[config.mk]
export PLATFORM = sky130hd
export DESIGN_NAME = switch_ctrl
export DESIGN_NICKNAME = d
export VERILOG_FILES = /design/src/hdl/carrier_gen.v /design/src/hdl/switch_ctrl.v
export VERILOG_INCLUDE_DIRS = /design/src /design/src/hdl
export SDC_FILE = /design/constraint.sdc
export NUM_CORES = 1
export LEC_CHECK = 0
export BUFFER_PORTS_ARGS = -buffer_cell sky130_fd_sc_hd__clkbuf_2
export CELL_PAD_IN_SITES_DETAIL_PLACEMENT = 0
export CELL_PAD_IN_SITES_GLOBAL_PLACEMENT = 2
export CORE_UTILIZATION = 25
export DETAILED_ROUTE_END_ITERATION = 8
export PLACE_DENSITY_LB_ADDON = 0.2
export REMOVE_ABC_BUFFERS = 1
export SYNTH_ARGS = -nofsm -noshare
export SYNTH_HDL_FRONTEND = slang
export SYNTH_SLANG_ARGS = --single-unit
[constraint.sdc]
create_clock -name clk -period 6 [get_ports clk]
set_input_delay 1.2 -clock clk [delete_from_list [all_inputs] [get_ports clk]]
set_output_delay 1.2 -clock clk [all_outputs]
set_load 0.02 [all_outputs]
[src/hdl/switch_ctrl_consts.vh]
/*
 * timing counts, codes and reset values for the isolated switch enable
 * and burst controller; assumes a 20 MHz clock.
 */
`ifndef SWITCH_CTRL_CONSTS_VH
`define SWITCH_CTRL_CONSTS_VH

`define CLK_PERIOD_NS 50
`define BURST_PERIOD_NS 25000
`define BURST_PERIOD_CYC (`BURST_PERIOD_NS / `CLK_PERIOD_NS)
`define BURST_STEPS 15
`define BURST_STEP_CYC (`BURST_PERIOD_CYC / `BURST_STEPS)
`define ONESHOT_HIGH_TIME_NS 2500
`define ONESHOT_HIGH_CYC (`ONESHOT_HIGH_TIME_NS / `CLK_PERIOD_NS)
`define TWO_WIRE_ON_NS 3300
`define TWO_WIRE_ON_CYC (`TWO_WIRE_ON_NS / `CLK_PERIOD_NS)
`define LEVEL_MIN 3'h1
`define LEVEL_MAX 3'h7
`define CARRIER_DIV_MIN 4'h4
`define CARRIER_DIV_MAX 4'hB
`define LFSR_SEED 8'hA5
`define RX_HOLD_CYC 8'h18

`endif

[src/hdl/carrier_gen.v]
/*
 * spread-spectrum carrier source: a toggling carrier whose half period
 * is drawn from an lfsr each half cycle.
 * assumes a free-running clk and a synchronous active-low reset.
 */
`timescale 1ns/1ps
`default_nettype none
`include "switch_ctrl_consts.vh"

module carrier_gen (
    // clock and reset
    input wire clk,
    input wire rst_n,
    // carrier
    output reg carrier_q
);

reg [7:0] lfsr_q;
reg [3:0] cnt_q;
wire [3:0] span;

// half period spread between min+1 and min+8 cycles
assign span = `CARRIER_DIV_MIN + {1'b0, lfsr_q[2:0]};

always @(posedge clk)
begin
    if (!rst_n)
    begin
        lfsr_q <= `LFSR_SEED;
        cnt_q <= 4'h0;
        carrier_q <= 1'b0;
    end
    else if (cnt_q >= span)
    begin
        cnt_q <= 4'h0;
        carrier_q <= ~carrier_q;
        lfsr_q <= {lfsr_q[6:0], lfsr_q[7] ^ lfsr_q[5] ^ lfsr_q[4] ^ lfsr_q[3]};
    end
    else
    begin
        cnt_q <= cnt_q + 4'h1;
    end
end

endmodule
`default_nettype wire

[src/hdl/switch_ctrl.v]
/*
 * enable and burst power controller of an isolated switch driver:
 * mode and level capture at power-up, burst scheduling, enable
 * transmission over a modulated carrier and gate drive decision.
 * assumes rst_n is the primary supply power-on reset, and that the
 * analog side provides rail-good and undervoltage levels.
 */
`timescale 1ns/1ps
`default_nettype none
`include "switch_ctrl_consts.vh"

//
// Behaviour
// - three-wire: power flows whenever primary present
// - two-wire: enable starts power, drive after rails
// - two-wire: enable low kills drive and power
// - three-wire steady: drive follows enable
// - standard variant: drive tracks enable unshaped
// - one-shot (three-wire only): edge gives short pulse
// - one-shot retrigger needs enable low then high
// - three-wire bursts of 25 us period
// - fixed period, on-time set by level
// - level n gives n*2/15 duty cycle
// - enable modulated on carrier, demodulated to drive
// - carrier frequency spread over a range
// - one-shot pulse lasts 2.5 us
// - level captured at power-up, then held
// - rail undervoltage forces drive low
// - wire mode chosen at power-up, then held
module switch_ctrl (
    // clock and reset
    input wire clk,
    input wire rst_n,
    // host side
    input wire switch_enable,
    input wire oneshot_select,
    input wire three_wire_detect,
    input wire [2:0] power_level_select,
    // isolated side status
    input wire rails_ready,
    input wire rails_uvlo,
    // outputs
    output reg power_xfer_q,
    output reg tx_data_q,
    output reg gate_drive_q,
    output reg three_wire_q,
    output reg [2:0] level_q
);

localparam ST_CAPTURE = 2'h0;
localparam ST_RUN = 2'h1;

reg [1:0] state_q;
reg en_s1_q, en_s2_q, en_prev_q;
reg rdy_s1_q, rdy_s2_q, uv_s1_q, uv_s2_q;
reg tw_s1_q, tw_s2_q, os_s1_q, os_s2_q;
reg [2:0] lv_s1_q, lv_s2_q;
reg oneshot_q;
reg armed_q;
reg [9:0] burst_cnt_q;
reg [5:0] pulse_cnt_q;
reg [7:0] rx_cnt_q;
reg rx_en_q;
wire carrier;
wire [9:0] on_cyc;
wire [31:0] on_full;
wire [31:0] pulse_len;
wire enable_rise;
reg drive_d;

// invalid codes map to the lowest setting
function [2:0] level_fix;
    input [2:0] code;
    begin
        if (code < `LEVEL_MIN || code > `LEVEL_MAX)
            level_fix = `LEVEL_MIN;
        else
            level_fix = code;
    end
endfunction

carrier_gen u_carrier (
    .clk(clk),
    .rst_n(rst_n),
    .carrier_q(carrier)
);

// two-flop synchronisers for every pin level; they run through reset so
// the straps are already settled on the capture edge
always @(posedge clk)
begin
    en_s1_q <= switch_enable;
    en_s2_q <= en_s1_q;
    rdy_s1_q <= rails_ready;
    rdy_s2_q <= rdy_s1_q;
    uv_s1_q <= rails_uvlo;
    uv_s2_q <= uv_s1_q;
    tw_s1_q <= three_wire_detect;
    tw_s2_q <= tw_s1_q;
    os_s1_q <= oneshot_select;
    os_s2_q <= os_s1_q;
    lv_s1_q <= power_level_select;
    lv_s2_q <= lv_s1_q;
end

assign enable_rise = en_s2_q & ~en_prev_q;
// on-time = level * 2 steps of period/15, at most 462 cycles
assign on_full = level_q * (`BURST_STEP_CYC * 2);
assign on_cyc = on_full[9:0];
assign pulse_len = `ONESHOT_HIGH_CYC;

// capture mode and level once after release, hold until power cycle
always @(posedge clk)
begin
    if (!rst_n)
    begin
        state_q <= ST_CAPTURE;
        three_wire_q <= 1'b0;
        level_q <= `LEVEL_MIN;
        oneshot_q <= 1'b0;
    end
    else
    begin
        case (state_q)
            ST_CAPTURE:
            begin
                three_wire_q <= tw_s2_q;
                level_q <= level_fix(lv_s2_q);
                oneshot_q <= os_s2_q & tw_s2_q;
                state_q <= ST_RUN;
            end
            ST_RUN:
            begin
                state_q <= ST_RUN;
            end
            default:
            begin
                state_q <= ST_CAPTURE;
            end
        endcase
    end
end

// burst scheduler
always @(posedge clk)
begin
    if (!rst_n || state_q != ST_RUN)
    begin
        burst_cnt_q <= 10'h000;
        power_xfer_q <= 1'b0;
    end
    else if (three_wire_q)
    begin
        // constant period, level-dependent on-time, independent of enable
        if (burst_cnt_q == `BURST_PERIOD_CYC - 1)
            burst_cnt_q <= 10'h000;
        else
            burst_cnt_q <= burst_cnt_q + 10'h001;
        power_xfer_q <= (burst_cnt_q < on_cyc);
    end
    else
    begin
        // two-wire: fixed on-bursts only while enable is high
        if (!en_s2_q)
        begin
            burst_cnt_q <= 10'h000;
            power_xfer_q <= 1'b0;
        end
        else
        begin
            if (burst_cnt_q == `BURST_PERIOD_CYC - 1)
                burst_cnt_q <= 10'h000;
            else
                burst_cnt_q <= burst_cnt_q + 10'h001;
            power_xfer_q <= (burst_cnt_q < `TWO_WIRE_ON_CYC);
        end
    end
end

// one-shot pulse and retrigger arming
always @(posedge clk)
begin
    if (!rst_n)
    begin
        en_prev_q <= 1'b0;
        armed_q <= 1'b1;
        pulse_cnt_q <= 6'h00;
    end
    else
    begin
        en_prev_q <= en_s2_q;
        if (!en_s2_q)
            armed_q <= 1'b1;
        if (pulse_cnt_q != 6'h00)
            pulse_cnt_q <= pulse_cnt_q - 6'h01;
        else if (enable_rise && armed_q && oneshot_q && rdy_s2_q)
        begin
            pulse_cnt_q <= pulse_len[5:0];
            armed_q <= 1'b0;
        end
    end
end

// transmit: enable state, or the one-shot pulse in one-shot mode, gated onto the carrier
always @(posedge clk)
begin
    if (!rst_n)
        tx_data_q <= 1'b0;
    else
        tx_data_q <= carrier & (oneshot_q ? (pulse_cnt_q != 6'h00) : en_s2_q);
end

// receive: carrier activity in a recent window means enable high
always @(posedge clk)
begin
    if (!rst_n)
    begin
        rx_cnt_q <= 8'h00;
        rx_en_q <= 1'b0;
    end
    else if (tx_data_q)
    begin
        rx_cnt_q <= `RX_HOLD_CYC;
        rx_en_q <= 1'b1;
    end
    else if (rx_cnt_q != 8'h00)
        rx_cnt_q <= rx_cnt_q - 8'h01;
    else
        rx_en_q <= 1'b0;
end

always @*
begin
    drive_d = rx_en_q && rdy_s2_q;
    if (uv_s2_q)
        drive_d = 1'b0;
    if (!three_wire_q && !en_s2_q)
        drive_d = 1'b0;
    if (state_q != ST_RUN)
        drive_d = 1'b0;
end

always @(posedge clk)
begin
    if (!rst_n)
        gate_drive_q <= 1'b0;
    else
        gate_drive_q <= drive_d;
end

endmodule
`default_nettype wire

# Word-level counts from Yosys, hierarchy flattened

Index checks and enable logic that the tools add are counted.

Register bits after elaboration: 66
Output and inout port bits: 7

Add/sub/neg operators: 5
Multiply operators: 1
Order comparisons: 5
Equal/unequal tests: 4
Muxes and demuxes: 17
Bitwise gates (word level): 9
Reduce and logical (&&, ||, !) cells: 19

Operator list:

| cell                  | number |
|---|---|
| $mux 10               | 3 |
| $mux 6                | 2 |
| $add 10x1->10 const B | 1 |
| $eq 10x9->1 const B   | 1 |
| $lt 10x10->1          | 1 |
| $lt 10x7->1 const B   | 1 |
| $mux 5                | 2 |
| $mul 3x6->9 const B   | 1 |
| $mux 1                | 9 |
| $reduce_bool 8->1     | 1 |
| $sub 8x1->8 const B   | 1 |
| $reduce_bool 6->1     | 1 |
| $reduce_or 2->1       | 3 |
| $sub 6x1->6 const B   | 1 |
| $logic_and 1x1->1     | 5 |
| $add 3x3->4 const A   | 1 |
| $add 4x1->4 const B   | 1 |
| $ge 4x4->1            | 1 |
| $reduce_bool 2->1     | 2 |
| $reduce_or 4->1       | 1 |
| $and 1x1->1           | 3 |
| $gt 3x3->1 const B    | 1 |
| $logic_not 1->1       | 3 |
| $lt 3x1->1 const B    | 1 |
| 8 further kinds       | 13 |

# Longest topological paths before layout

Depth after elaboration: 7
Depth in mapped cells: 7

# Hierarchy

Synthesis repeated with hierarchy kept, for this count alone.

Cell total of the unflattened synthesis: 271
Area, all modules: 2,651.3 µm²

Modules (own cells, without submodules):

| module      | times used | cells an instance | area an instance (µm²) |
|---|---|---|---|
| switch_ctrl | 1          | 200               | 1,984.4 |
| carrier_gen | 1          | 71                | 666.9 |

# Worst setup path after synthesis

OpenSTA, ideal clock, no wires.

Path type: reg2reg
Start point: register rx_cnt_q[3]
End point: register rx_cnt_q[3]
Setup time: 122 ps
Arrival: 1,785 ps
Data required time: 5,878 ps
Setup slack: 4,093 ps
Cell stages (with the launch flop): 5
Path buffers: 1
Period minus slack after synthesis: 1,907 ps
Cells stage by stage: dfxtp_1 or4_4 or4b_1 clkbuf_2 o311a_1

Word-level cells in the longest chain between the ends: 3
Elaborated cells between the ends (all ways): 5
Classes of those cells: add/sub: 1; mux: 2; reduce/logical: 2

RTL lines:

| what                   | RTL line          | RTL |
|---|---|---|
| from (decl)            | switch_ctrl.v:62  | `reg [7:0] rx_cnt_q;` |
| from (signal assigned) | switch_ctrl.v:223 | `` rx_cnt_q <= `RX_HOLD_CYC; `` |
| from (signal assigned) | switch_ctrl.v:227 | `rx_cnt_q <= rx_cnt_q - 8'h01;` |
| $sub 8x1->8            | switch_ctrl.v:227 |  |
| $mux 5                 | switch_ctrl.v:226 | `else if (rx_cnt_q != 8'h00)` |
| $mux 5                 | switch_ctrl.v:221 | `else if (tx_data_q)` |

Several ways; a longest one is shown, not always the timed one. The select of a mux whose other input is x is not followed.
A chain may end at the register's enable or synchronous reset.

# Worst setup path after layout

Start point: register tx_data_q
End point: output tx_data_q

RTL lines:

| what                   | RTL line          | RTL |
|---|---|---|
| from (decl)            | switch_ctrl.v:44  | `output reg tx_data_q,` |
| from (signal assigned) | switch_ctrl.v:210 | `tx_data_q <= carrier & (oneshot_q ? (pulse_cnt_q != 6'h00) : en_s2_q);` |

No word-level cell between the ends.

==> qor.csv <==
stage,metric,value,unit
status,outcome,"finished, final reports clean",
global_route,grt_pass1_wl,8.48,mm
power,peakVddDrop,0.120,mV
global_route,grt_pass1_vias,1762,
critical_path,cp_max_fo,7,
power,p_leak,0.00121,uW
critical_path,path_delay_family,flip-flops,
yosys,ys_seq_area_share,51.0,%
placed_design,gp_congestion,0.666,
sta,rsz0062_at_grt,false,
layout,area.growth.synth_to_final,18.1,%
critical_path,r2r_cells,4,
clock_tree,cts.repair.resized,0,
global_route,grt_use_total,10.7,%
global_route,grt_max_degree,19,
critical_path,start_kind,flop,
critical_path,worstPathCellList,clkbuf_2,
yosys,ys_types,41,
clock_tree,clockRootBuffer,clkbuf_8,
critical_path,crit_buf_inv,1,
global_route,antenna_found_initial,0,
critical_path,worstPathArrival,1.00,ns
floorplan,rows,36,
layout,drive_above_1_share,11.5,%
clock_tree,clock_tree.buffer_depth,2,
placed_design,place_area,2770,sq um
route,num_vias,1838,
yosys,ys_top_cells_by_area,"dfxtp_1 51%, ha_1 7.4%, nor2_1 4.9%",
layout,instances_no_fill,429,
critical_path,crit_cells,1,
route,via_per_inst,4.28,
clock_tree,cts_tree,done,
floorplan,die_area,10600,sq um
global_route,grt_overflow,0,
critical_path,path_class,reg2out,
yosys,synth_area_leader_cell,dfxtp_1,
placed_design,dp_cells,413,
sta,fin_setup_tns,0,ns
critical_path,cpMaxStageDelayCell,dfxtp_1,
yosys,syn_inst,271,
route,route.detailed.drc,0,
route,first_iter_violations,56,
critical_path,cp-end-kind,output port,
route,first_pass_iters,4,
sta,min_period,2.20,ns
clock_tree,ctsHoldBuffers,0,
layout,nets,316,
sta,slew_headroom,60.2,%
yosys,synth_ff_type,dfxtp_1,
yosys,synth_edf_count,0,
placed_design,port_buffers,16,
route,postRouteAntennaNets,0,
floorplan,initial_core_util,26.0,%
layout,stdcell_area,3010,sq um
placed_design,dp_hpwl,3.52,mm
layout,antennaDiodeCount,0,
layout,final_core_util,30.7,%
clock_tree,cts_buffers,9,
clock_tree,post_cts_buffers,0,
clock_tree,path_clk_slew,0.08,ns
clock_tree,cts.sinks,65,
floorplan,core_area,9820,sq um
floorplan,die_w,103,microns
hold_path,hold_path.class,reg2reg,
sta,fin_skew,0.00688,ns
power,powerDensity,414,nW/um^2
sta,final_hold_viol_count,0,
route,post_drt_wl_per_cell,11.5,microns
hold_path,hold_depth,0,
layout,layout_common_cells,"65 x dfxtp_1, 33 x nor2_1, 17 x inv_1, 17 x nand3_1, 16 x clkbuf_2",
layout,layout_commonest_cell,dfxtp_1,
sta,maxSlewViolCount,0,
critical_path,cp_slowest_stage_delay,0.45,ns
clock_tree,htreeDepth,3,
route,wl,4.93,mm
yosys,async_flop_share,0,%
sta,tightest_slew,0.593,ns
sta,finalSetupViolations,0,
yosys,ys_warn_count,0,
floorplan,ios,17,
layout,nFillCells,1072,
floorplan,die_h,103,microns
yosys,ys_seq_elements,65,
sta,fmax,455,MHz
yosys,synth.top_cell.area_share,51.0,%
critical_path,worstPathRequired,4.80,ns
run,drv_cap,0,
critical_path,reg2reg_slack,3.94,ns
yosys,synthesis.area,2550,sq um
sta,fin_crit_sh,36.6,%
yosys,synth_area_per_cell,9.41,sq um
clock_tree,clk_latency,0.34,ns
-- worst reg2reg max path: cells and delay by family (launching register included) --
| family | cells | cell delay (ns) |
|---|---|---|
| DFF | 1 | 0.36 |
| and+or+nand+nor | 4 | 1.60 |
-- registers in the layout (all words and copies together) (netlist names), 3 cells and up --
name	count
burst_cnt_q	10
rx_cnt_q	8
u_carrier.lfsr_q	8
pulse_cnt_q	6
u_carrier.cnt_q	4
level_q	3
lv_s1_q	3
lv_s2_q	3
-- metal layers --
metal / vias up / global-route usage, % / wire length (microns)
met4: 0 / 5.31 / 68
met3: 7 / 4.20 / 198
met1: 829 / 13.8 / 2540
met5: - / 0 / 0
met2: 23 / 15.6 / 2130
li1: 979 / - / -
-- final timing paths --
| path | from | end |
|---|---|---|
| setup / recovery | tx_data_q$_SDFF_PN0_ | tx_data_q |
| hold / removal | lv_s1_q[0]$_DFF_P_ | lv_s2_q[0]$_DFF_P_ |
| setup reg to reg | rx_cnt_q[3]$_SDFFE_PN0P_ | rx_cnt_q[2]$_SDFFE_PP0P_ |
| hold reg to reg | lv_s1_q[0]$_DFF_P_ | lv_s2_q[0]$_DFF_P_ |
-- kinds of logic after synthesis --
logic type	synth area share, %
buf+inv	3.58
fa+ha+maj	7.36
xor+xnor	7.21
flops	51.0
simple gates	20.3
mux	1.18
compound gates	9.37
-- through the flow --
| step | setup slack (ns) | hold slack, ns | power [uW] |
|---|---|---|---|
| 2_1_floorplan | 4.09 | 0.310 | 752 |
| 3_3_place_gp | 3.72 | 0.312 | 823 |
| 3_5_place_dp | 3.69 | 0.312 | 812 |
| 4_1_cts | 3.78 | 0.331 | 1270 |
| 5_1_grt | 3.74 | 0.352 | 1340 |
| 6_report | 3.80 | 0.331 | 1250 |
-- cells in the mapped netlist (4+ instances only) --
cell      instances
nor3_1           12
ha_1             15
o21ai_0          12
nand2_1          12
clkbuf_1          6
nand3_1          17
a21oi_1          13
nor2_1           33
and3_1            6
nor2b_1           4
inv_1            17
xor2_1            8
xnor2_1          13
dfxtp_1          65
-- where the power goes --
group / internal, uW / leakage [uW] / switching [uW]
sequential: 487 / 0.000536 / 48.3
combinational: 123 / 0.000562 / 141
clock: 278 / 0.000117 / 171
total: 888 / 0.00121 / 361
-- cell type report --
type / instances / area, sq um / share of cell area [%]
well taps: 133 / 166 / 5.52
inverters: 17 / 63.8 / 2.12
clock buffers: 10 / 128 / 4.24
clock inverters: 6 / 115 / 3.82
flip-flops and latches: 65 / 1300 / 43.2
multi-input cells: 182 / 1160 / 38.5
repair buffers: 16 / 80.1 / 2.66
Power figures use the tool's default switching activity.
